--- src/common/bos_store_map.vh ---
// constants for the device capability store: codes, lengths, offsets
`ifndef BOS_STORE_MAP_VH
`define BOS_STORE_MAP_VH

// descriptor type codes seen in a get or set descriptor request
`define BOS_DESC_TYPE          8'h0F
`define DEVCAP_DESC_TYPE       8'h10

// capability subtype codes
`define CAP_WIRELESS           8'h01
`define CAP_USB2_EXT           8'h02
`define CAP_SUPERSPEED         8'h03
`define CAP_CONTAINER_ID       8'h04
`define CAP_SUPERSPEED_PLUS    8'h0A
`define CAP_LAST_DEFINED       8'h10
`define CAP_RESERVED_LOW       8'h00

// root header layout
`define ROOT_LEN               8'h05
`define ROOT_OFS_LEN           0
`define ROOT_OFS_TYPE          1
`define ROOT_OFS_TOTAL         2
`define ROOT_OFS_COUNT         4

// common capability header layout
`define CAP_OFS_LEN            0
`define CAP_OFS_TYPE           1
`define CAP_OFS_SUBTYPE        2
`define CAP_OFS_BODY           3

// capability descriptor sizes
`define USB2_EXT_LEN           8'h07
`define SUPERSPEED_LEN         8'h0A
`define SUPERSPEED_PLUS_LEN    8'h10
`define CONTAINER_ID_LEN       8'h14

// usb 2.0 extension attribute bitmap
`define EXT_ATTR_WIDTH         32
`define EXT_ATTR_LPM_BIT       1
`define EXT_ATTR_RESET         32'h00000000

// request direction encoding
`define REQ_DIR_SET            1'b0
`define REQ_DIR_GET            1'b1

`endif

--- src/bos_descriptor_store.v ---
// device capability store: holds the descriptor set and streams it out
//
// Functional notes
// - root header: own length, type, 16-bit total length, capability count
// - total length is root size plus every capability size
// - count byte equals number of capability descriptors after root
// - a root-only read and a whole-set read are both answered
// - no request path returns a single capability on its own
// - direct get or set aimed at a capability is refused
// - capabilities always travel inside the store's answer
// - each capability: length, type, subtype at 2, payload from 3
// - subtypes: extension 02H, superspeed 03H, container 04H, plus 0AH
// - only defined subtype codes 01H to 10H are emitted
// - subtype 00H and 11H to FFH never emitted
// - extension, superspeed, plus and optional container always returned
// - extension descriptor always present; link power management supported
// - extension carries subtype at 2 and 4-byte bitmap at 3
// - bitmap one means supported, zero means unsupported
// - bitmap bit 1 link power management driven to one
// - bitmap bit 0 and bits 31:2 return zero
`include "bos_store_map.vh"

module bos_descriptor_store #(
  parameter         HAS_CONTAINER_ID = 1,
  parameter [55:0]  SS_BODY          = 56'h00000000000000,
  parameter [103:0] SSP_BODY         = 104'h00000000000000000000000000,
  parameter [135:0] CID_BODY         = 136'h0000000000000000000000000000000000
) (
  input  wire        clk,
  input  wire        rst_n,
  input  wire        reqValid,
  output wire        reqReady,
  input  wire        reqDir,
  input  wire [7:0]  reqDescType,
  input  wire [7:0]  reqDescIndex,
  input  wire [15:0] reqLength,
  output reg         reqStall,
  output reg         reqDone,
  output wire        outValid,
  input  wire        outReady,
  output wire [7:0]  outData,
  output wire        outLast
);

  localparam ST_IDLE = 1'b0;
  localparam ST_SEND = 1'b1;

  // sizes of the stored image, worked out from what is present
  localparam [15:0] LEN_NO_CID = {8'h00, `ROOT_LEN} + {8'h00, `USB2_EXT_LEN}
                               + {8'h00, `SUPERSPEED_LEN}
                               + {8'h00, `SUPERSPEED_PLUS_LEN};
  localparam [15:0] TOTAL_LEN  = (HAS_CONTAINER_ID != 0)
                               ? LEN_NO_CID + {8'h00, `CONTAINER_ID_LEN}
                               : LEN_NO_CID;
  localparam [7:0]  CAP_COUNT  = (HAS_CONTAINER_ID != 0) ? 8'h04 : 8'h03;
  localparam        IMG_BYTES  = 58;
  localparam        IMG_BITS   = 8 * IMG_BYTES;

  // subtype guard: anything outside the defined range becomes the extension code
  function [7:0] legalSubtype;
    input [7:0] code;
    begin
      if ((code == `CAP_RESERVED_LOW) || (code > `CAP_LAST_DEFINED)) begin
        legalSubtype = `CAP_USB2_EXT;
      end else begin
        legalSubtype = code;
      end
    end
  endfunction

  // three-byte capability header, length byte lowest
  function [23:0] capHeader;
    input [7:0] len;
    input [7:0] code;
    begin
      capHeader = {legalSubtype(code), `DEVCAP_DESC_TYPE, len};
    end
  endfunction

  reg        state_ff;
  reg        nxt_state;
  reg [15:0] sendLen_ff;
  reg [15:0] nxt_sendLen;
  reg [15:0] idx_ff;
  reg [15:0] nxt_idx;

  wire [`EXT_ATTR_WIDTH-1:0] extAttr;
  wire [39:0]                rootSeg;
  wire [55:0]                extSeg;
  wire [79:0]                ssSeg;
  wire [127:0]               sspSeg;
  wire [159:0]               cidSeg;
  wire [IMG_BITS-1:0]        image;
  wire [7:0]                 curByte;
  wire                       isLast;
  wire                       fifoInReady;
  wire                       pushByte;
  wire [8:0]                 fifoOut;
  wire                       acceptReq;
  wire                       isStoreGet;
  wire [15:0]                clipLen;

  // extension bitmap: only the power management bit is set
  assign extAttr = `EXT_ATTR_RESET
                 | ({{(`EXT_ATTR_WIDTH-1){1'b0}}, 1'b1} << `EXT_ATTR_LPM_BIT);

  // root header, total length low byte first
  assign rootSeg = {CAP_COUNT, TOTAL_LEN[15:8], TOTAL_LEN[7:0],
                    `BOS_DESC_TYPE, `ROOT_LEN};

  // mandatory extension capability with its 4-byte bitmap at offset 3
  assign extSeg = {extAttr, capHeader(`USB2_EXT_LEN, `CAP_USB2_EXT)};

  // remaining capabilities returned at every speed
  assign ssSeg  = {SS_BODY, capHeader(`SUPERSPEED_LEN, `CAP_SUPERSPEED)};
  assign sspSeg = {SSP_BODY, capHeader(`SUPERSPEED_PLUS_LEN, `CAP_SUPERSPEED_PLUS)};
  assign cidSeg = {CID_BODY, capHeader(`CONTAINER_ID_LEN, `CAP_CONTAINER_ID)};

  // whole image, byte 0 in the lowest bits; container dropped when absent
  assign image = (HAS_CONTAINER_ID != 0)
               ? {cidSeg, sspSeg, ssSeg, extSeg, rootSeg}
               : {160'h0, sspSeg, ssSeg, extSeg, rootSeg};

  // byte picked by the running index
  assign curByte = image[{idx_ff[5:0], 3'b000} +: 8];
  assign isLast  = (idx_ff == sendLen_ff - 16'h0001);

  // request decode: only a get of the store type is served
  assign reqReady   = (state_ff == ST_IDLE);
  assign acceptReq  = reqValid & reqReady;
  assign isStoreGet = (reqDir == `REQ_DIR_GET)
                    && (reqDescType == `BOS_DESC_TYPE)
                    && (reqDescIndex == 8'h00);

  // answer length is the smaller of asked and stored
  assign clipLen = (reqLength < TOTAL_LEN) ? reqLength : TOTAL_LEN;

  assign pushByte = (state_ff == ST_SEND) & fifoInReady;

  // next state, length and index
  always @* begin
    nxt_state   = state_ff;
    nxt_sendLen = sendLen_ff;
    nxt_idx     = idx_ff;
    case (state_ff)
      ST_IDLE: begin
        if (acceptReq && isStoreGet && (clipLen != 16'h0000)) begin
          nxt_state   = ST_SEND;
          nxt_sendLen = clipLen;
          nxt_idx     = 16'h0000;
        end
      end
      ST_SEND: begin
        if (pushByte) begin
          if (isLast) begin
            nxt_state = ST_IDLE;
            nxt_idx   = 16'h0000;
          end else begin
            nxt_idx = idx_ff + 16'h0001;
          end
        end
      end
      default: begin
        nxt_state = ST_IDLE;
      end
    endcase
  end

  // sequencer registers
  always @(posedge clk or negedge rst_n) begin
    if (!rst_n) begin
      state_ff   <= ST_IDLE;
      sendLen_ff <= 16'h0000;
      idx_ff     <= 16'h0000;
    end else begin
      state_ff   <= nxt_state;
      sendLen_ff <= nxt_sendLen;
      idx_ff     <= nxt_idx;
    end
  end

  // one-cycle answers: stall on refused request, done at the end of data
  always @(posedge clk or negedge rst_n) begin
    if (!rst_n) begin
      reqStall <= 1'b0;
      reqDone  <= 1'b0;
    end else begin
      reqStall <= acceptReq & ~isStoreGet;
      reqDone  <= (acceptReq & isStoreGet & (clipLen == 16'h0000))
                | (pushByte & isLast);
    end
  end

  // two-entry buffer so a stalled receiver loses no byte
  byte_skid_fifo #(
    .WIDTH (9),
    .DEPTH (2),
    .AW    (1)
  ) uOutBuf (
    .clk      (clk),
    .rst_n    (rst_n),
    .inValid  (state_ff == ST_SEND),
    .inReady  (fifoInReady),
    .inData   ({isLast, curByte}),
    .outValid (outValid),
    .outReady (outReady),
    .outData  (fifoOut)
  );

  assign outData = fifoOut[7:0];
  assign outLast = fifoOut[8];

endmodule

--- src/byte_skid_fifo.v ---
// small flip-flop fifo with valid and ready on both sides
module byte_skid_fifo #(
  parameter WIDTH = 9,
  parameter DEPTH = 2,
  parameter AW    = 1
) (
  input  wire             clk,
  input  wire             rst_n,
  input  wire             inValid,
  output wire             inReady,
  input  wire [WIDTH-1:0] inData,
  output wire             outValid,
  input  wire             outReady,
  output wire [WIDTH-1:0] outData
);

  reg [WIDTH-1:0] mem_ff [0:DEPTH-1];
  reg [AW-1:0]    wrPtr_ff;
  reg [AW-1:0]    rdPtr_ff;
  reg [AW:0]      count_ff;
  wire            doPush;
  wire            doPop;

  // full and empty straight from the occupancy count
  assign inReady  = (count_ff != DEPTH[AW:0]);
  assign outValid = (count_ff != {(AW+1){1'b0}});
  assign outData  = mem_ff[rdPtr_ff];
  assign doPush   = inValid & inReady;
  assign doPop    = outValid & outReady;

  // pointer wrap helper
  function [AW-1:0] nextPtr;
    input [AW-1:0] p;
    begin
      if (p == DEPTH[AW-1:0] - {{(AW-1){1'b0}}, 1'b1}) begin
        nextPtr = {AW{1'b0}};
      end else begin
        nextPtr = p + {{(AW-1){1'b0}}, 1'b1};
      end
    end
  endfunction

  // pointers and count
  always @(posedge clk or negedge rst_n) begin
    if (!rst_n) begin
      wrPtr_ff <= {AW{1'b0}};
      rdPtr_ff <= {AW{1'b0}};
      count_ff <= {(AW+1){1'b0}};
    end else begin
      if (doPush) begin
        wrPtr_ff <= nextPtr(wrPtr_ff);
      end
      if (doPop) begin
        rdPtr_ff <= nextPtr(rdPtr_ff);
      end
      if (doPush && !doPop) begin
        count_ff <= count_ff + {{AW{1'b0}}, 1'b1};
      end else if (doPop && !doPush) begin
        count_ff <= count_ff - {{AW{1'b0}}, 1'b1};
      end
    end
  end

  // storage, written on a push and cleared on a pop so an empty buffer shows no stale flag
  genvar g;
  generate
    for (g = 0; g < DEPTH; g = g + 1) begin : gSlot
      always @(posedge clk or negedge rst_n) begin
        if (!rst_n) begin
          mem_ff[g] <= {WIDTH{1'b0}};
        end else if (doPush && (wrPtr_ff == g)) begin
          mem_ff[g] <= inData;
        end else if (doPop && (rdPtr_ff == g)) begin
          mem_ff[g] <= {WIDTH{1'b0}}; // drained slot
        end
      end
    end
  endgenerate

endmodule

--- config.mk ---
export PLATFORM = sky130hd
export DESIGN_NAME = bos_descriptor_store
export DESIGN_NICKNAME = d
export VERILOG_FILES = /design/src/bos_descriptor_store.v /design/src/byte_skid_fifo.v
export VERILOG_INCLUDE_DIRS = /design/src /design/src/common
export SDC_FILE = /design/constraint.sdc
export NUM_CORES = 1
export LEC_CHECK = 0
export ABC_AREA = 1
export BUFFER_PORTS_ARGS = -buffer_cell sky130_fd_sc_hd__buf_2
export CORE_MARGIN = 3
export CORE_UTILIZATION = 35
export CTS_BUF_LIST = sky130_fd_sc_hd__clkbuf_4 sky130_fd_sc_hd__clkbuf_8 sky130_fd_sc_hd__clkbuf_16
export CTS_CLUSTER_SIZE = 24
export DETAILED_ROUTE_END_ITERATION = 10
export RECOVER_POWER = 50
export SYNTH_ARGS = -nofsm -noshare
export SYNTH_HDL_FRONTEND = slang
export SYNTH_SLANG_ARGS = --single-unit
export TNS_END_PERCENT = 50
--- constraint.sdc ---
create_clock -name clk -period 2.1 [get_ports clk]
set_clock_uncertainty 0.05 [all_clocks]
set_input_delay 0.42 -clock clk [delete_from_list [all_inputs] [get_ports clk]]
set_output_delay 0.42 -clock clk [all_outputs]
set_load 0.02 [all_outputs]
# After elaboration in Yosys (flattened, before gate mapping)
# Cells that the tools add are included.
[totals] regBits=57 out_inout_bits=13 wordCells=78
[op_classes] addsub=6 n_lt_le_gt_ge=2 n_eq_ne=5 shifts=1 muxes=20 bitwise_logic=13 reduce_logical=21
[op_table] op="variable part select 464 x 10 -> 8 bit (first input constant)" n=1
[op_table] op="2-to-1 mux 16 bit" n=4
[op_table] op="2-to-1 mux 9 bit" n=7
[op_table] op="one-hot mux 16 bit (2 select lines)" n=1
[op_table] op="adder 16 x 1 -> 16 bit (second input constant)" n=1
[op_table] op="== test 16 bit" n=1
[op_table] op="logical NOT 16 bit" n=1
[op_table] op="less-than comparator 16 x 6 -> 1 bit (second input constant)" n=1
[op_table] op="nonzero test 16 bit" n=1
[op_table] op="subtractor 16 x 1 -> 16 bit (second input constant)" n=1
[op_table] op="logical AND 1 bit" n=10
[op_table] op="== test 8 x 4 -> 1 bit (second input constant)" n=1
[op_table] op="logical NOT 8 bit" n=1
[op_table] op="nonzero test 2 bit" n=4
[op_table] op="AND 1 bit" n=7
[op_table] op="2-to-1 mux 1 bit" n=5
[op_table] op="2-to-1 mux 2 bit" n=2
[op_table] op="inequality test 2 x 1 -> 1 bit (second input constant)" n=2
[op_table] op="inverter 1 bit" n=4
[op_table] op="AND reduction 2 bit" n=2
[op_table] op="adder 1 bit (second input constant)" n=2
[op_table] op="adder 2 x 1 -> 2 bit (second input constant)" n=1
[op_table] op="greater-or-equal comparator 2 bit (second input constant)" n=1
[op_table] op="logical NOT 1 bit" n=2
[op_table] op="5 further kinds" n=5

# Longest topological paths before layout
# Gate-level depths: netlist of run 1.
[depth] depth_word=7 depth_mapped=14 mapped_depth_nobuf=14

# Hierarchy
# A second synthesis of run 1 with hierarchy kept.
[unflattened] hier_cells=563 area_unflattened_um2=3966.3
[by_module_without_submodules] mod="bos_descriptor_store" instances=1 cells_each=429 area_each_um2=2879.0 seq_area_each_um2=875.8
[by_module_without_submodules] mod="byte_skid_fifo" instances=1 cells_each=134 area_each_um2=1087.3 seq_area_each_um2=550.5

# Worst setup path after synthesis of run 1
# Ideal clock, no wire load.
[synth_timing] kind="register to register" startpoint="register sendLen_ff[0]" endpoint="register state_ff" setup_ns=0.121 t_arrival_ns=1.647 slack_ns=0.282 path_stages_with_launch=14 path_buffers=0 period_less_slack_ns=1.818 cell_sequence="dfrtp_1 inv_1 ha_1 nand2_1 nor2_2 nand2_1 nand2_1 nand2_1 nor2_1 nand2_1 nor2_2 nand4_4 o21ai_1 nand2_1"
[synth_between] elab_chain_cells=5
[synth_rtl] element="start, declared" line_no="bos_descriptor_store.v:82" text="reg [15:0] sendLen_ff;"
[synth_rtl] element="start signal, assigned" line_no="bos_descriptor_store.v:177" text="sendLen_ff <= nxt_sendLen;"
[synth_rtl] element="subtractor 16 x 1 -> 16 bit" line_no="bos_descriptor_store.v:126" text="assign isLast = (idx_ff == sendLen_ff - 16'h0001);"
[synth_rtl] element="== test 16 bit" line_no="bos_descriptor_store.v:126"
[synth_rtl] element="2-to-1 mux 1 bit" line_no="bos_descriptor_store.v:155" text="if (isLast) begin"
[synth_rtl] element="2-to-1 mux 1 bit" line_no="bos_descriptor_store.v:154" text="if (pushByte) begin"
[synth_rtl] element="one-hot mux 1 bit (2 select lines)" line_no="bos_descriptor_store.v:145" text="case (state_ff)"
[synth_rtl] element="named net nxt_state" line_no="bos_descriptor_store.v:81" text="reg nxt_state;"
[synth_rtl] element="end signal, assigned" line_no="bos_descriptor_store.v:176" text="state_ff <= nxt_state;"
[synth_rtl] element="end, declared" line_no="bos_descriptor_store.v:80" text="reg state_ff;"
# The timed path passes the listed nets, and every way through them passes these cells.
# A chain may end at the register's enable or synchronous reset.

# Final worst setup path of run 1
[layout_timing] startpoint="register sendLen_ff[0]" endpoint="register idx_ff[15]"
[layout_between] elab_chain_cells=5
[layout_rtl] element="subtractor 16 x 1 -> 16 bit" line_no="bos_descriptor_store.v:126"
[layout_rtl] element="== test 16 bit" line_no="bos_descriptor_store.v:126"
[layout_rtl] element="2-to-1 mux 16 bit" line_no="bos_descriptor_store.v:155"
[layout_rtl] element="2-to-1 mux 16 bit" line_no="bos_descriptor_store.v:154"
[layout_rtl] element="one-hot mux 16 bit (2 select lines)" line_no="bos_descriptor_store.v:145"
[layout_rtl] element="end signal, assigned" line_no="bos_descriptor_store.v:178" text="idx_ff <= nxt_idx;"
[layout_rtl] element="end, declared" line_no="bos_descriptor_store.v:84" text="reg [15:0] idx_ff;"
# No other way between the ends. The select of a mux whose other input is x is not followed.

==> results.sh, run 1 <==
export IMPL_avgSynthCellArea_um2=6.78
export IMPL_cts_sinks=53
export IMPL_clk_latency_ns=0.32
export IMPL_die_height_um=108
export IMPL_worstPathRequired_ns=2.24
export IMPL_min_period_ns=2.04
export IMPL_top_layer_used="met4"
export IMPL_ir_drop_v=0.000673
export IMPL_die_w_um=108
export IMPL_gr_total_overflow=0
export IMPL_critPathLaunchType="register"
export IMPL_numCtsBuffers=5
export IMPL_drc=0
export IMPL_arrival_ns=2.19
export IMPL_rows=36
export IMPL_synth_area_leaders="dfrtp_1 36%, nand2_1 17%, inv_1 7.5%"
export IMPL_n_antenna_cell=0
export IMPL_tightest_slew_ns=1.34
export IMPL_wl_met3_um=415
export IMPL_fmax_ghz=0.490
export IMPL_area_growth_pct=17.5
export IMPL_hold_class="primary input to register"
export IMPL_synth_seq_cells=53
export IMPL_status="complete, no violations"
export IMPL_wirelength_um=8940
export IMPL_drive_gt1_frac=0.193
export IMPL_start_util=0.367
export IMPL_wl_per_cell_um=12.2
export IMPL_vias=3541
export IMPL_synth_top_area_frac=0.361
export IMPL_final_cell_mix="160 x nand2_1, 71 x inv_1, 51 x dfrtp_1"
export IMPL_dp_hpwl_um=6860
export IMPL_htreeDepth=2
export IMPL_crit_top_cell="nand3_1"
export IMPL_first_pass_iters=4
export IMPL_ys_seq_area_frac=0.361
export IMPL_maxCapViolations=0
export IMPL_cts_tree="yes"
export IMPL_grt_pass1_wl_um=15200
export IMPL_clk_pin_slew_ns=0.10
export IMPL_r2r_start="sendLen_ff[0]$_DFFE_PN0P_"
export IMPL_vias_per_cell=4.83
export IMPL_yosysWarnings=0
export IMPL_dr_wl_met2_um=4230
export IMPL_dieArea_mm2=0.0117
export IMPL_worstHoldStart="reqValid"
export IMPL_clock_path_buffers=2
export IMPL_track_usage=0.162
export IMPL_wl_met1_um=4160
export IMPL_finalHoldViolCount=0
export IMPL_io_buffers=47
export IMPL_final_common_cell="nand2_1"
export IMPL_synth_cell_types=36
export IMPL_nNetsFinal=642
export IMPL_power_leakage_nw=2.16
export IMPL_netlist_area_mm2=0.00367
export IMPL_place_area_mm2=0.00410
export IMPL_synth_top_cell_by_area="dfrtp_1"
export IMPL_rsz0062_at_grt="yes"
export IMPL_crit_fanout=7
export IMPL_cp_end_kind="register"
export IMPL_slew_limit_headroom=0.107
export IMPL_antenna_left=0
export IMPL_layout_setup_ws_ns=0.0595
export IMPL_slowest_delay_ns=0.42
export IMPL_antenna_found_initial=0
export IMPL_crit_start="sendLen_ff[0]$_DFFE_PN0P_"
export IMPL_drt_initial_drc_count=159
export IMPL_finalInstanceArea_mm2=0.00431
export IMPL_critPathKind="register to register"
export IMPL_gp_congestion=0.906
export IMPL_fin_crit_sh=0.972
export IMPL_critPathSlowestCell="dfrtp_1"
export IMPL_power_density_mw_per_mm2=909
export IMPL_core_mm2=0.0100
export IMPL_netlist_instances=541
export IMPL_post_place_ws_ns=0.0281
export IMPL_grt_max_degree=54
export IMPL_ios=50
export IMPL_cts_root_buf="clkbuf_8"
export IMPL_crit_chain="inv_2 -> buf_4 -> nand2_2 -> nor2_4 -> nand3_1 -> nand2_1 -> nand3_1 -> nor2_2 -> nand4_4 -> nand2_4 -> a21oi_1"
export IMPL_p_total_mw=3.92
export IMPL_finalMaxSlewViolations=0
export IMPL_first_global_vias=3346
export IMPL_setup_violations=0
==> path summary, 6_finish.rpt <==
path	end	slack, ns	cells after the start
worst min register to register	uOutBuf.count_ff[0]$_DFFE_PN0P_	0.43	1
worst max-delay path	idx_ff[15]$_DFFE_PN0P_	0.06	11
max in group asynchronous	idx_ff[0]$_DFFE_PN0P_	0.68	2
worst min-delay path	reqStall$_DFF_PN0_	0.30	3
worst max register to register	idx_ff[15]$_DFFE_PN0P_	0.06	11
min in group asynchronous	uOutBuf.count_ff[0]$_DFFE_PN0P_	0.42	2
==> critical path: cells and delay by family (launching register included) <==
kind                   cells  cell delay, ns
AND/OR/NAND/NOR            8            1.14
AO/OA/AOI/OAI              1            0.08
buffers and inverters      2            0.22
flip-flops                 1            0.42
==> cells by family (layout without fill, tap and decap cells) <==
family,after synthesis,after routing,share of synthesized area
buf+inv,89,146,0.0979
other cells,1,2,0.00102
fa+ha+maj,6,6,0.0205
simple gates,318,319,0.394
compound gates,58,58,0.0866
xor+xnor,16,16,0.0382
flops,53,53,0.361
==> power by group <==
part           switching, mW  leakage, nW  internal (mW)  total (mW)
Combinational           1.09         1.52          0.612        1.70
Sequential             0.257        0.586           1.22        1.48
Clock                  0.348       0.0574          0.388       0.736
Total                   1.70         2.16           2.22        3.92
==> flip-flops by register name, indices dropped and copies added (netlist names), 2 cells and up <==
| name | flops |
|---|---|
| idx_ff | 16 |
| sendLen_ff | 16 |
| uOutBuf.count_ff | 2 |
| uOutBuf.mem_ff | 14 |
==> metrics by stage <==
| step | hold slack [ns] | util | setup TNS (ns) | cells |
|---|---|---|---|---|
| floorplan | 0.0744 | - | 0 | 542 |
| global placement | 0.386 | 0.410 | 0 | 720 |
| detailed placement | 0.391 | 0.410 | 0 | 720 |
| CTS | 0.0281 | 0.422 | 0 | 728 |
| global route | 0.303 | 0.431 | -0.567 | 733 |
| finish | 0.298 | 0.431 | 0 | 733 |
==> layout make-up <==
type / instances / area, um^2
Tap cell: 133 / 166
Timing Repair Buffer: 62 / 345
Fill cell: 1048 / 5690
Multi-Input combinational cell: 401 / 2070
Inverter: 76 / 285
Sequential cell: 53 / 1330
Clock buffer: 6 / 82.6
Clock inverter: 2 / 37.5
==> routing by layer <==
layer	vias up	global-route usage
met1	1623	0.205
li1	1834	-
met2	75	0.275
met5	-	0
met4	0	0.0631
met3	9	0.0269
==> cells in the mapped netlist <==
master      n
nand2_1   163
inv_1      73
dfrtp_1    53
nor2_1     52
nand3_1    50
o21ai_0    27
a21oi_1    13
nand4_1    12
nor2_2     12
xor2_1     10
o22ai_1     7
ha_1        6
xnor2_1     6
buf_2       5
buf_4       5
nor3_1      5
nand2_2     4
nand3b_1    4
o211ai_1    4
o21ai_1     4
clkbuf_1    3
inv_2       3
nor3_2      3
and2_1      2
nand2_4     2
nand3_2     2
nor2_4      2
a21oi_2     1
a31oi_1     1
and3_1      1
conb_1      1
nand2b_1    1
nand4_4     1
nor3b_2     1
o41ai_1     1
or2_0       1
==> what timing repair did <==
item,in CTS,in global routing
endpoints found under the setup margin,0,20
setup buffers,0,4
hold buffers,0,0
resized for setup,0,21
Power figures use the tool's default switching activity.
==> run 2, diff against run 1 <==
SYNTH_HIERARCHICAL = 1   (was unset)
clock period = 2.3 ns   (was 2.1 ns; I/O delays follow)
==> run 2 against run 1 <==
Routed wire length grew 10%. Register-to-register slack improved by 0.18 ns. Sequential cell count is 4 higher. Global-route usage increased by 0.14 points. Via count is 3.0% higher. Sequential share of layout area shrank 0.75 points. Critical path depth down 7. First-iteration DRC count rose by 52%. Setup slack better by 0.18 ns. Clock power grew 120%. Sequential power hardly changed. Non-clock buffer count is 6 lower. Critical endpoint is now outLast. Largest power group unchanged.
==> results.sh, run 2 <==
export IMPL_drt_initial_drc_count=241
export IMPL_synth_cell_types=43
export IMPL_synth_area_leaders="dfrtp_1 36%, nand2_1 17%, inv_1 6.2%"
export IMPL_status="complete, no violations"
export IMPL_ir_drop_v=0.000546
export IMPL_wl_per_cell_um=12.9
export IMPL_setup_violations=0
export IMPL_gp_congestion=0.832
export IMPL_vias_per_cell=4.76
export IMPL_largest_reg_flops=18
export IMPL_first_global_vias=3611
export IMPL_avgSynthCellArea_um2=7.04
export IMPL_rsz0062_at_grt="no"
export IMPL_synth_common_cells="183 x nand2_1, 65 x inv_1, 57 x dfrtp_1"
export IMPL_htreeDepth=3
export IMPL_netlist_area_mm2=0.00397
export IMPL_ios=50
export IMPL_synth_seq_cells=57
export IMPL_synth_most_common_cell="nand2_1"
export IMPL_finalMaxSlewViolations=0
export IMPL_clk_latency_ns=0.33
export IMPL_hold_class="primary input to async pin"
export IMPL_critPathLaunchType="register"
export IMPL_slew_limit_headroom=0.159
export IMPL_clk_pin_slew_ns=0.05
export IMPL_regToRegSetupSlack_ns=0.24
export IMPL_crit_fanout=12
export IMPL_numCtsBuffers=9
export IMPL_tightest_slew_ns=1.26
export IMPL_dieArea_mm2=0.0126
export IMPL_wirelength_um=9850
export IMPL_ys_flop_type="dfrtp_1"
export IMPL_synth_top_area_frac=0.360
export IMPL_die_height_um=112
export IMPL_cts_tree="yes"
export IMPL_antenna_found_initial=0
export IMPL_gr_total_overflow=0
export IMPL_hold_buffers=0
export IMPL_io_buffers=49
export IMPL_cts_root_buf="clkbuf_16"
export IMPL_fin_crit_sh=0.896
export IMPL_maxCapViolations=0
export IMPL_cts_sinks=57
export IMPL_p_total_mw=4.84
export IMPL_synth_top_cell_by_area="dfrtp_1"
export IMPL_rr_endpoint="uOutBuf/mem_ff[17]$_DFFE_PN0P_"
export IMPL_reg_top3="uOutBuf/mem_ff x18, idx_ff x16, sendLen_ff x16"
export IMPL_finalHoldViolCount=0
export IMPL_regMostFlops="uOutBuf/mem_ff"
export IMPL_min_period_ns=2.06
export IMPL_ys_seq_area_frac=0.360
export IMPL_crit_end="outLast"
export IMPL_start_util=0.363
export IMPL_grt_max_degree=37
export IMPL_arrival_ns=1.55
export IMPL_yosysWarnings=6
export IMPL_power_density_mw_per_mm2=1020
export IMPL_clock_path_buffers=2
export IMPL_crit_start="uOutBuf/rdPtr_ff$_DFFE_PN0P_"
export IMPL_post_cts_buffers=0
export IMPL_drc=0
export IMPL_r2r_cells=13
export IMPL_critPathKind="register to primary output"
export IMPL_synth_edff_count=0
export IMPL_antenna_left=0
export IMPL_core_mm2=0.0109
export IMPL_r2r_start="sendLen_ff[1]$_DFFE_PN0P_"
export IMPL_rows=38
export IMPL_grt_pass1_wl_um=16900
export IMPL_cp_end_kind="primary output"
export IMPL_worstPathRequired_ns=1.79
export IMPL_die_w_um=112
export IMPL_track_usage=0.163
export IMPL_whs_ns=0.334
export IMPL_first_pass_iters=5
export IMPL_power_leakage_nw=2.56
export IMPL_dp_hpwl_um=7500
export IMPL_vias=3649
export IMPL_area_growth_pct=19.6
export IMPL_final_common_cell="nand2_1"
export IMPL_final_cell_mix="183 x nand2_1, 66 x inv_1, 57 x dfrtp_1"
export IMPL_nNetsFinal=665
export IMPL_netlist_instances=563
export IMPL_ctsResizeCount=0
export IMPL_finalSetupTns_ns=0
export IMPL_drive_gt1_frac=0.176
export IMPL_fmax_ghz=0.485
export IMPL_n_antenna_cell=0
export IMPL_async_reset_ff_frac=1.00
## run 2: changes by cell type in the layout (fill, tap and decap cells not counted), moves of 7 or more
cell and change:
a21oi_1 -7, buf_4 -8, clkbuf_16 +9, nand2_1 +23, nand4_1 +12, o21ai_0 -12
## run 2: final cells by class
| type | count | area (um^2) |
|---|---|---|
| Fill cell | 1153 | 6190 |
| Multi-Input combinational cell | 424 | 2200 |
| Sequential cell | 57 | 1430 |
| Timing Repair Buffer | 56 | 307 |
| Inverter | 73 | 279 |
| Clock buffer | 12 | 260 |
| Tap cell | 140 | 175 |
| Clock inverter | 4 | 98.8 |
## run 2: cell families after synthesis
group,Yosys count,synth area share
AOI/OAI and AO/OA,29,0.0420
xor gates and xnor gates,26,0.0574
adders and majority gates,7,0.0221
buffers and inverters,85,0.0880
DFF,57,0.360
other,1,0.000945
and+or+nand+nor,358,0.430
## run 2: per-layer routing
metal	part of all wire	global-route usage	wire [um]	up-vias
li1	-	-	-	1907
met1	0.45	0.195	4440	1678
met2	0.50	0.289	4950	49
met3	0.029	0.0356	283	15
met4	0.018	0.0577	179	0
met5	0	0	0	-
## run 2: metrics by stage
| stage | utilization | std cells | cell area, um^2 | setup WS, ns |
|---|---|---|---|---|
| detailed placement | 0.402 | 750 | 4390 | 0.218 |
| finish | 0.434 | 766 | 4740 | 0.240 |
| global route | 0.434 | 766 | 4740 | 0.0301 |
| floorplan | - | 566 | 3980 | 0.421 |
| CTS | 0.435 | 766 | 4750 | 0.241 |
| global placement | 0.402 | 750 | 4390 | 0.231 |
## run 2: report_power, final
part / total, mW / internal [mW] / switching (mW)
Combinational: 1.80 / 0.617 / 1.18
Clock: 1.60 / 1.13 / 0.467
Sequential: 1.45 / 1.21 / 0.236
## run 2: how the worst min path moves through the flow
stage,from,to,slack (ns),depth (start not counted)
after floorplan,rst_n,idx_ff[0]$_DFFE_PN0P_,0.11,0
after global placement,rst_n,uOutBuf/count_ff[0]$_DFFE_PN0P_,0.41,1
after detailed placement,rst_n,reqStall$_DFF_PN0_,0.42,1
after CTS,rst_n,uOutBuf/count_ff[0]$_DFFE_PN0P_,0.07,1
after global routing,reqValid,reqStall$_DFF_PN0_,0.34,3
final,rst_n,uOutBuf/count_ff[0]$_DFFE_PN0P_,0.33,1
## run 2: critical path, cell delays in order, from the launching register on
cell	delay [ns]
dfrtp_1	0.58
inv_1	0.29
nand2_1	0.12
nand2_1	0.07
buf_2	0.16
==> run 3, diff against run 2 <==
CTS_BUF_LIST = unset   (was sky130_fd_sc_hd__clkbuf_4 sky130_fd_sc_hd__clkbuf_8 sky130_fd_sc_hd__clkbuf_16)
PLACE_DENSITY = 0.61   (was unset)
SLEW_MARGIN = 15   (was unset)
==> run 3 against run 2 <==
The flow now finishes with violations (max-capacitance violations, max-slew violations). Maximum frequency shrank 0.27%. Hold slack lost 0.0054 ns. Die area is the same. Cell count grew 0.26%. Power shrank 8.0%. Critical path depth grew 9. Combinational power grew 2%. Sequential power is essentially flat. Routed wire length shrank 0.42%. Count of clock-buffer cells in the layout shrank 2. Utilization shrank 0.84 points. Global-route usage shrank 0.48 points. Highest routed layer unchanged.
==> results.sh, run 3 (synthesis gave the netlist of run 2 again) <==
export IMPL_vias=3684
export IMPL_cts_sinks=57
export IMPL_critPathLaunchType="register"
export IMPL_final_cell_mix="183 x nand2_1, 66 x inv_1, 57 x dfrtp_1"
export IMPL_cts_root_buf="clkbuf_16"
export IMPL_crit_fanout=17
export IMPL_arrival_ns=2.23
export IMPL_track_usage=0.159
export IMPL_gr_total_overflow=0
export IMPL_drc=0
export IMPL_n_antenna_cell=0
export IMPL_regToRegSetupSlack_ns=0.23
export IMPL_start_util=0.363
export IMPL_numCtsBuffers=9
export IMPL_nNetsFinal=667
export IMPL_final_common_cell="nand2_1"
export IMPL_ir_drop_v=0.000568
export IMPL_hold_buffers=0
export IMPL_htreeDepth=3
export IMPL_nFillCells=1145
export IMPL_pwr_share_comb=0.412
export IMPL_worstPathRequired_ns=2.47
export IMPL_area_growth_pct=17.3
export IMPL_antenna_left=0
export IMPL_multiInputGateArea_mm2=0.00220
export IMPL_wirelength_um=9810
export IMPL_r2r_start="sendLen_ff[0]$_DFFE_PN0P_"
export IMPL_dieArea_mm2=0.0126
export IMPL_first_global_vias=3574
export IMPL_finalMaxSlewViolations=29
export IMPL_dp_hpwl_um=7340
export IMPL_whs_ns=0.328
export IMPL_gp_congestion=0.881
export IMPL_cp_end_kind="register"
export IMPL_reg_top3="uOutBuf/mem_ff x18, idx_ff x16, sendLen_ff x16"
export IMPL_power_density_mw_per_mm2=958
export IMPL_setup_violations=0
export IMPL_clock_path_buffers=2
export IMPL_violations="max-capacitance violations, max-slew violations"
export IMPL_drive_gt1_frac=0.180
export IMPL_whs_endpoint="reqStall$_DFF_PN0_"
export IMPL_p_clk_frac=0.266
export IMPL_finalHoldViolCount=0
export IMPL_finalSetupTns_ns=0
export IMPL_fin_crit_sh=0.898
export IMPL_swShare=0.423
export IMPL_vias_per_cell=4.80
export IMPL_status="complete, but fails checks"
export IMPL_tightest_slew_ns=1.52
export IMPL_p_sw_mw=1.89
export IMPL_power_leakage_nw=2.52
export IMPL_grt_pass1_wl_um=16400
export IMPL_internal_power_mw=2.57
export IMPL_clk_pin_slew_ns=0.05
export IMPL_worstHoldStart="reqValid"
export IMPL_core_mm2=0.0109
export IMPL_maxCapViolations=1
export IMPL_fin_util=0.425
export IMPL_io_buffers=49
export IMPL_power_share_sequential=0.321
export IMPL_min_period_ns=2.07
export IMPL_first_pass_iters=5
export IMPL_rr_endpoint="state_ff$_DFF_PN0_"
export IMPL_die_height_um=112
export IMPL_drt_initial_drc_count=208
export IMPL_min_delay_path_depth=3
export IMPL_cts_tree="yes"
export IMPL_regArea_mm2=0.00143
export IMPL_antenna_found_initial=0
export IMPL_regMostFlops="uOutBuf/mem_ff"
export IMPL_wl_per_cell_um=12.8
export IMPL_r2r_cells=13
export IMPL_hold_class="primary input to register"
export IMPL_rsz0062_at_grt="no"
export IMPL_ios=50
export IMPL_clk_latency_ns=0.33
export IMPL_die_w_um=112
export IMPL_critPathKind="register to register"
export IMPL_slew_limit_headroom=-0.0145
export IMPL_rows=38
export IMPL_grt_max_degree=29
export IMPL_largest_reg_flops=18
export IMPL_fmax_ghz=0.484
export IMPL_p_total_mw=4.46
run 3: changes by cell type in the layout (fill, tap and decap cells not counted), sizes merged:
cell,change
bufinv,-3
clkbuf,-1
clkinv,+3
clkinvlp,+2
buf,+1
run 3: worst max path at each step:
| stage | startpoint | endpoint | slack (ns) | cells past startpoint |
|---|---|---|---|---|
| after floorplan | sendLen_ff[0]$_DFFE_PN0P_ | idx_ff[0]$_DFFE_PN0P_ | 0.42 | 14 |
| after global placement | sendLen_ff[0]$_DFFE_PN0P_ | uOutBuf/mem_ff[17]$_DFFE_PN0P_ | 0.27 | 13 |
| after detailed placement | sendLen_ff[0]$_DFFE_PN0P_ | uOutBuf/mem_ff[17]$_DFFE_PN0P_ | 0.23 | 13 |
| after CTS | sendLen_ff[0]$_DFFE_PN0P_ | uOutBuf/mem_ff[17]$_DFFE_PN0P_ | 0.21 | 13 |
| after global routing | sendLen_ff[1]$_DFFE_PN0P_ | state_ff$_DFF_PN0_ | 0.04 | 13 |
| final | sendLen_ff[0]$_DFFE_PN0P_ | state_ff$_DFF_PN0_ | 0.23 | 13 |
run 3: stage by stage:
stage | instances | worst slack [ns] | area, um^2
6_report | 768 | 0.234 | 4650
5_1_grt | 768 | 0.0367 | 4650
4_1_cts | 768 | 0.210 | 4660
3_5_place_dp | 752 | 0.232 | 4400
3_3_place_gp | 752 | 0.269 | 4400
2_1_floorplan | 566 | 0.421 | 3980
run 3: cell type report:
class                   instances  share of cell area
inverters                      73              0.0600
flip-flops and latches         57               0.307
clock inverters                 6             0.00753
well taps                     140              0.0377
clock buffers                  10              0.0492
repair buffers                 58              0.0656
multi-input cells             424               0.473
run 3: worst max-delay path, cell delays in order, from the launching register on:
cell and delay, ns:
dfrtp_1 0.38, inv_2 0.11, ha_1 0.26, nand2_2 0.13, nor2_4 0.17, nand2_1 0.06, nand2_1 0.07, nand2_2 0.07
nor2_4 0.10, nand2_2 0.06, nor2_4 0.12, nand2_4 0.15, o21ai_1 0.16, nand2_1 0.06
run 3: repair_timing:
item                                    in CTS  in global routing
resized for setup                            0                  1
setup buffers                                0                  0
endpoints found under the hold margin        0                  0
endpoints found under the setup margin       0                  2
run 3: routing by layer:
layer	share of wire	GRT usage	routed length, um
met5	0	0	0
met2	0.49	0.267	4820
met4	0.014	0.0601	136
met3	0.035	0.0329	348
met1	0.46	0.200	4510
run 3: power by group through the flow:
stage / clock network, mW / registers [mW] / logic, mW
4_1_cts: 1.22 / 1.44 / 1.85
6_report: 1.19 / 1.43 / 1.84
3_5_place_dp: 0 / 1.45 / 1.84
3_3_place_gp: 0 / 1.44 / 1.80
5_1_grt: 1.28 / 1.46 / 2.09
2_1_floorplan: 0 / 1.36 / 1.43
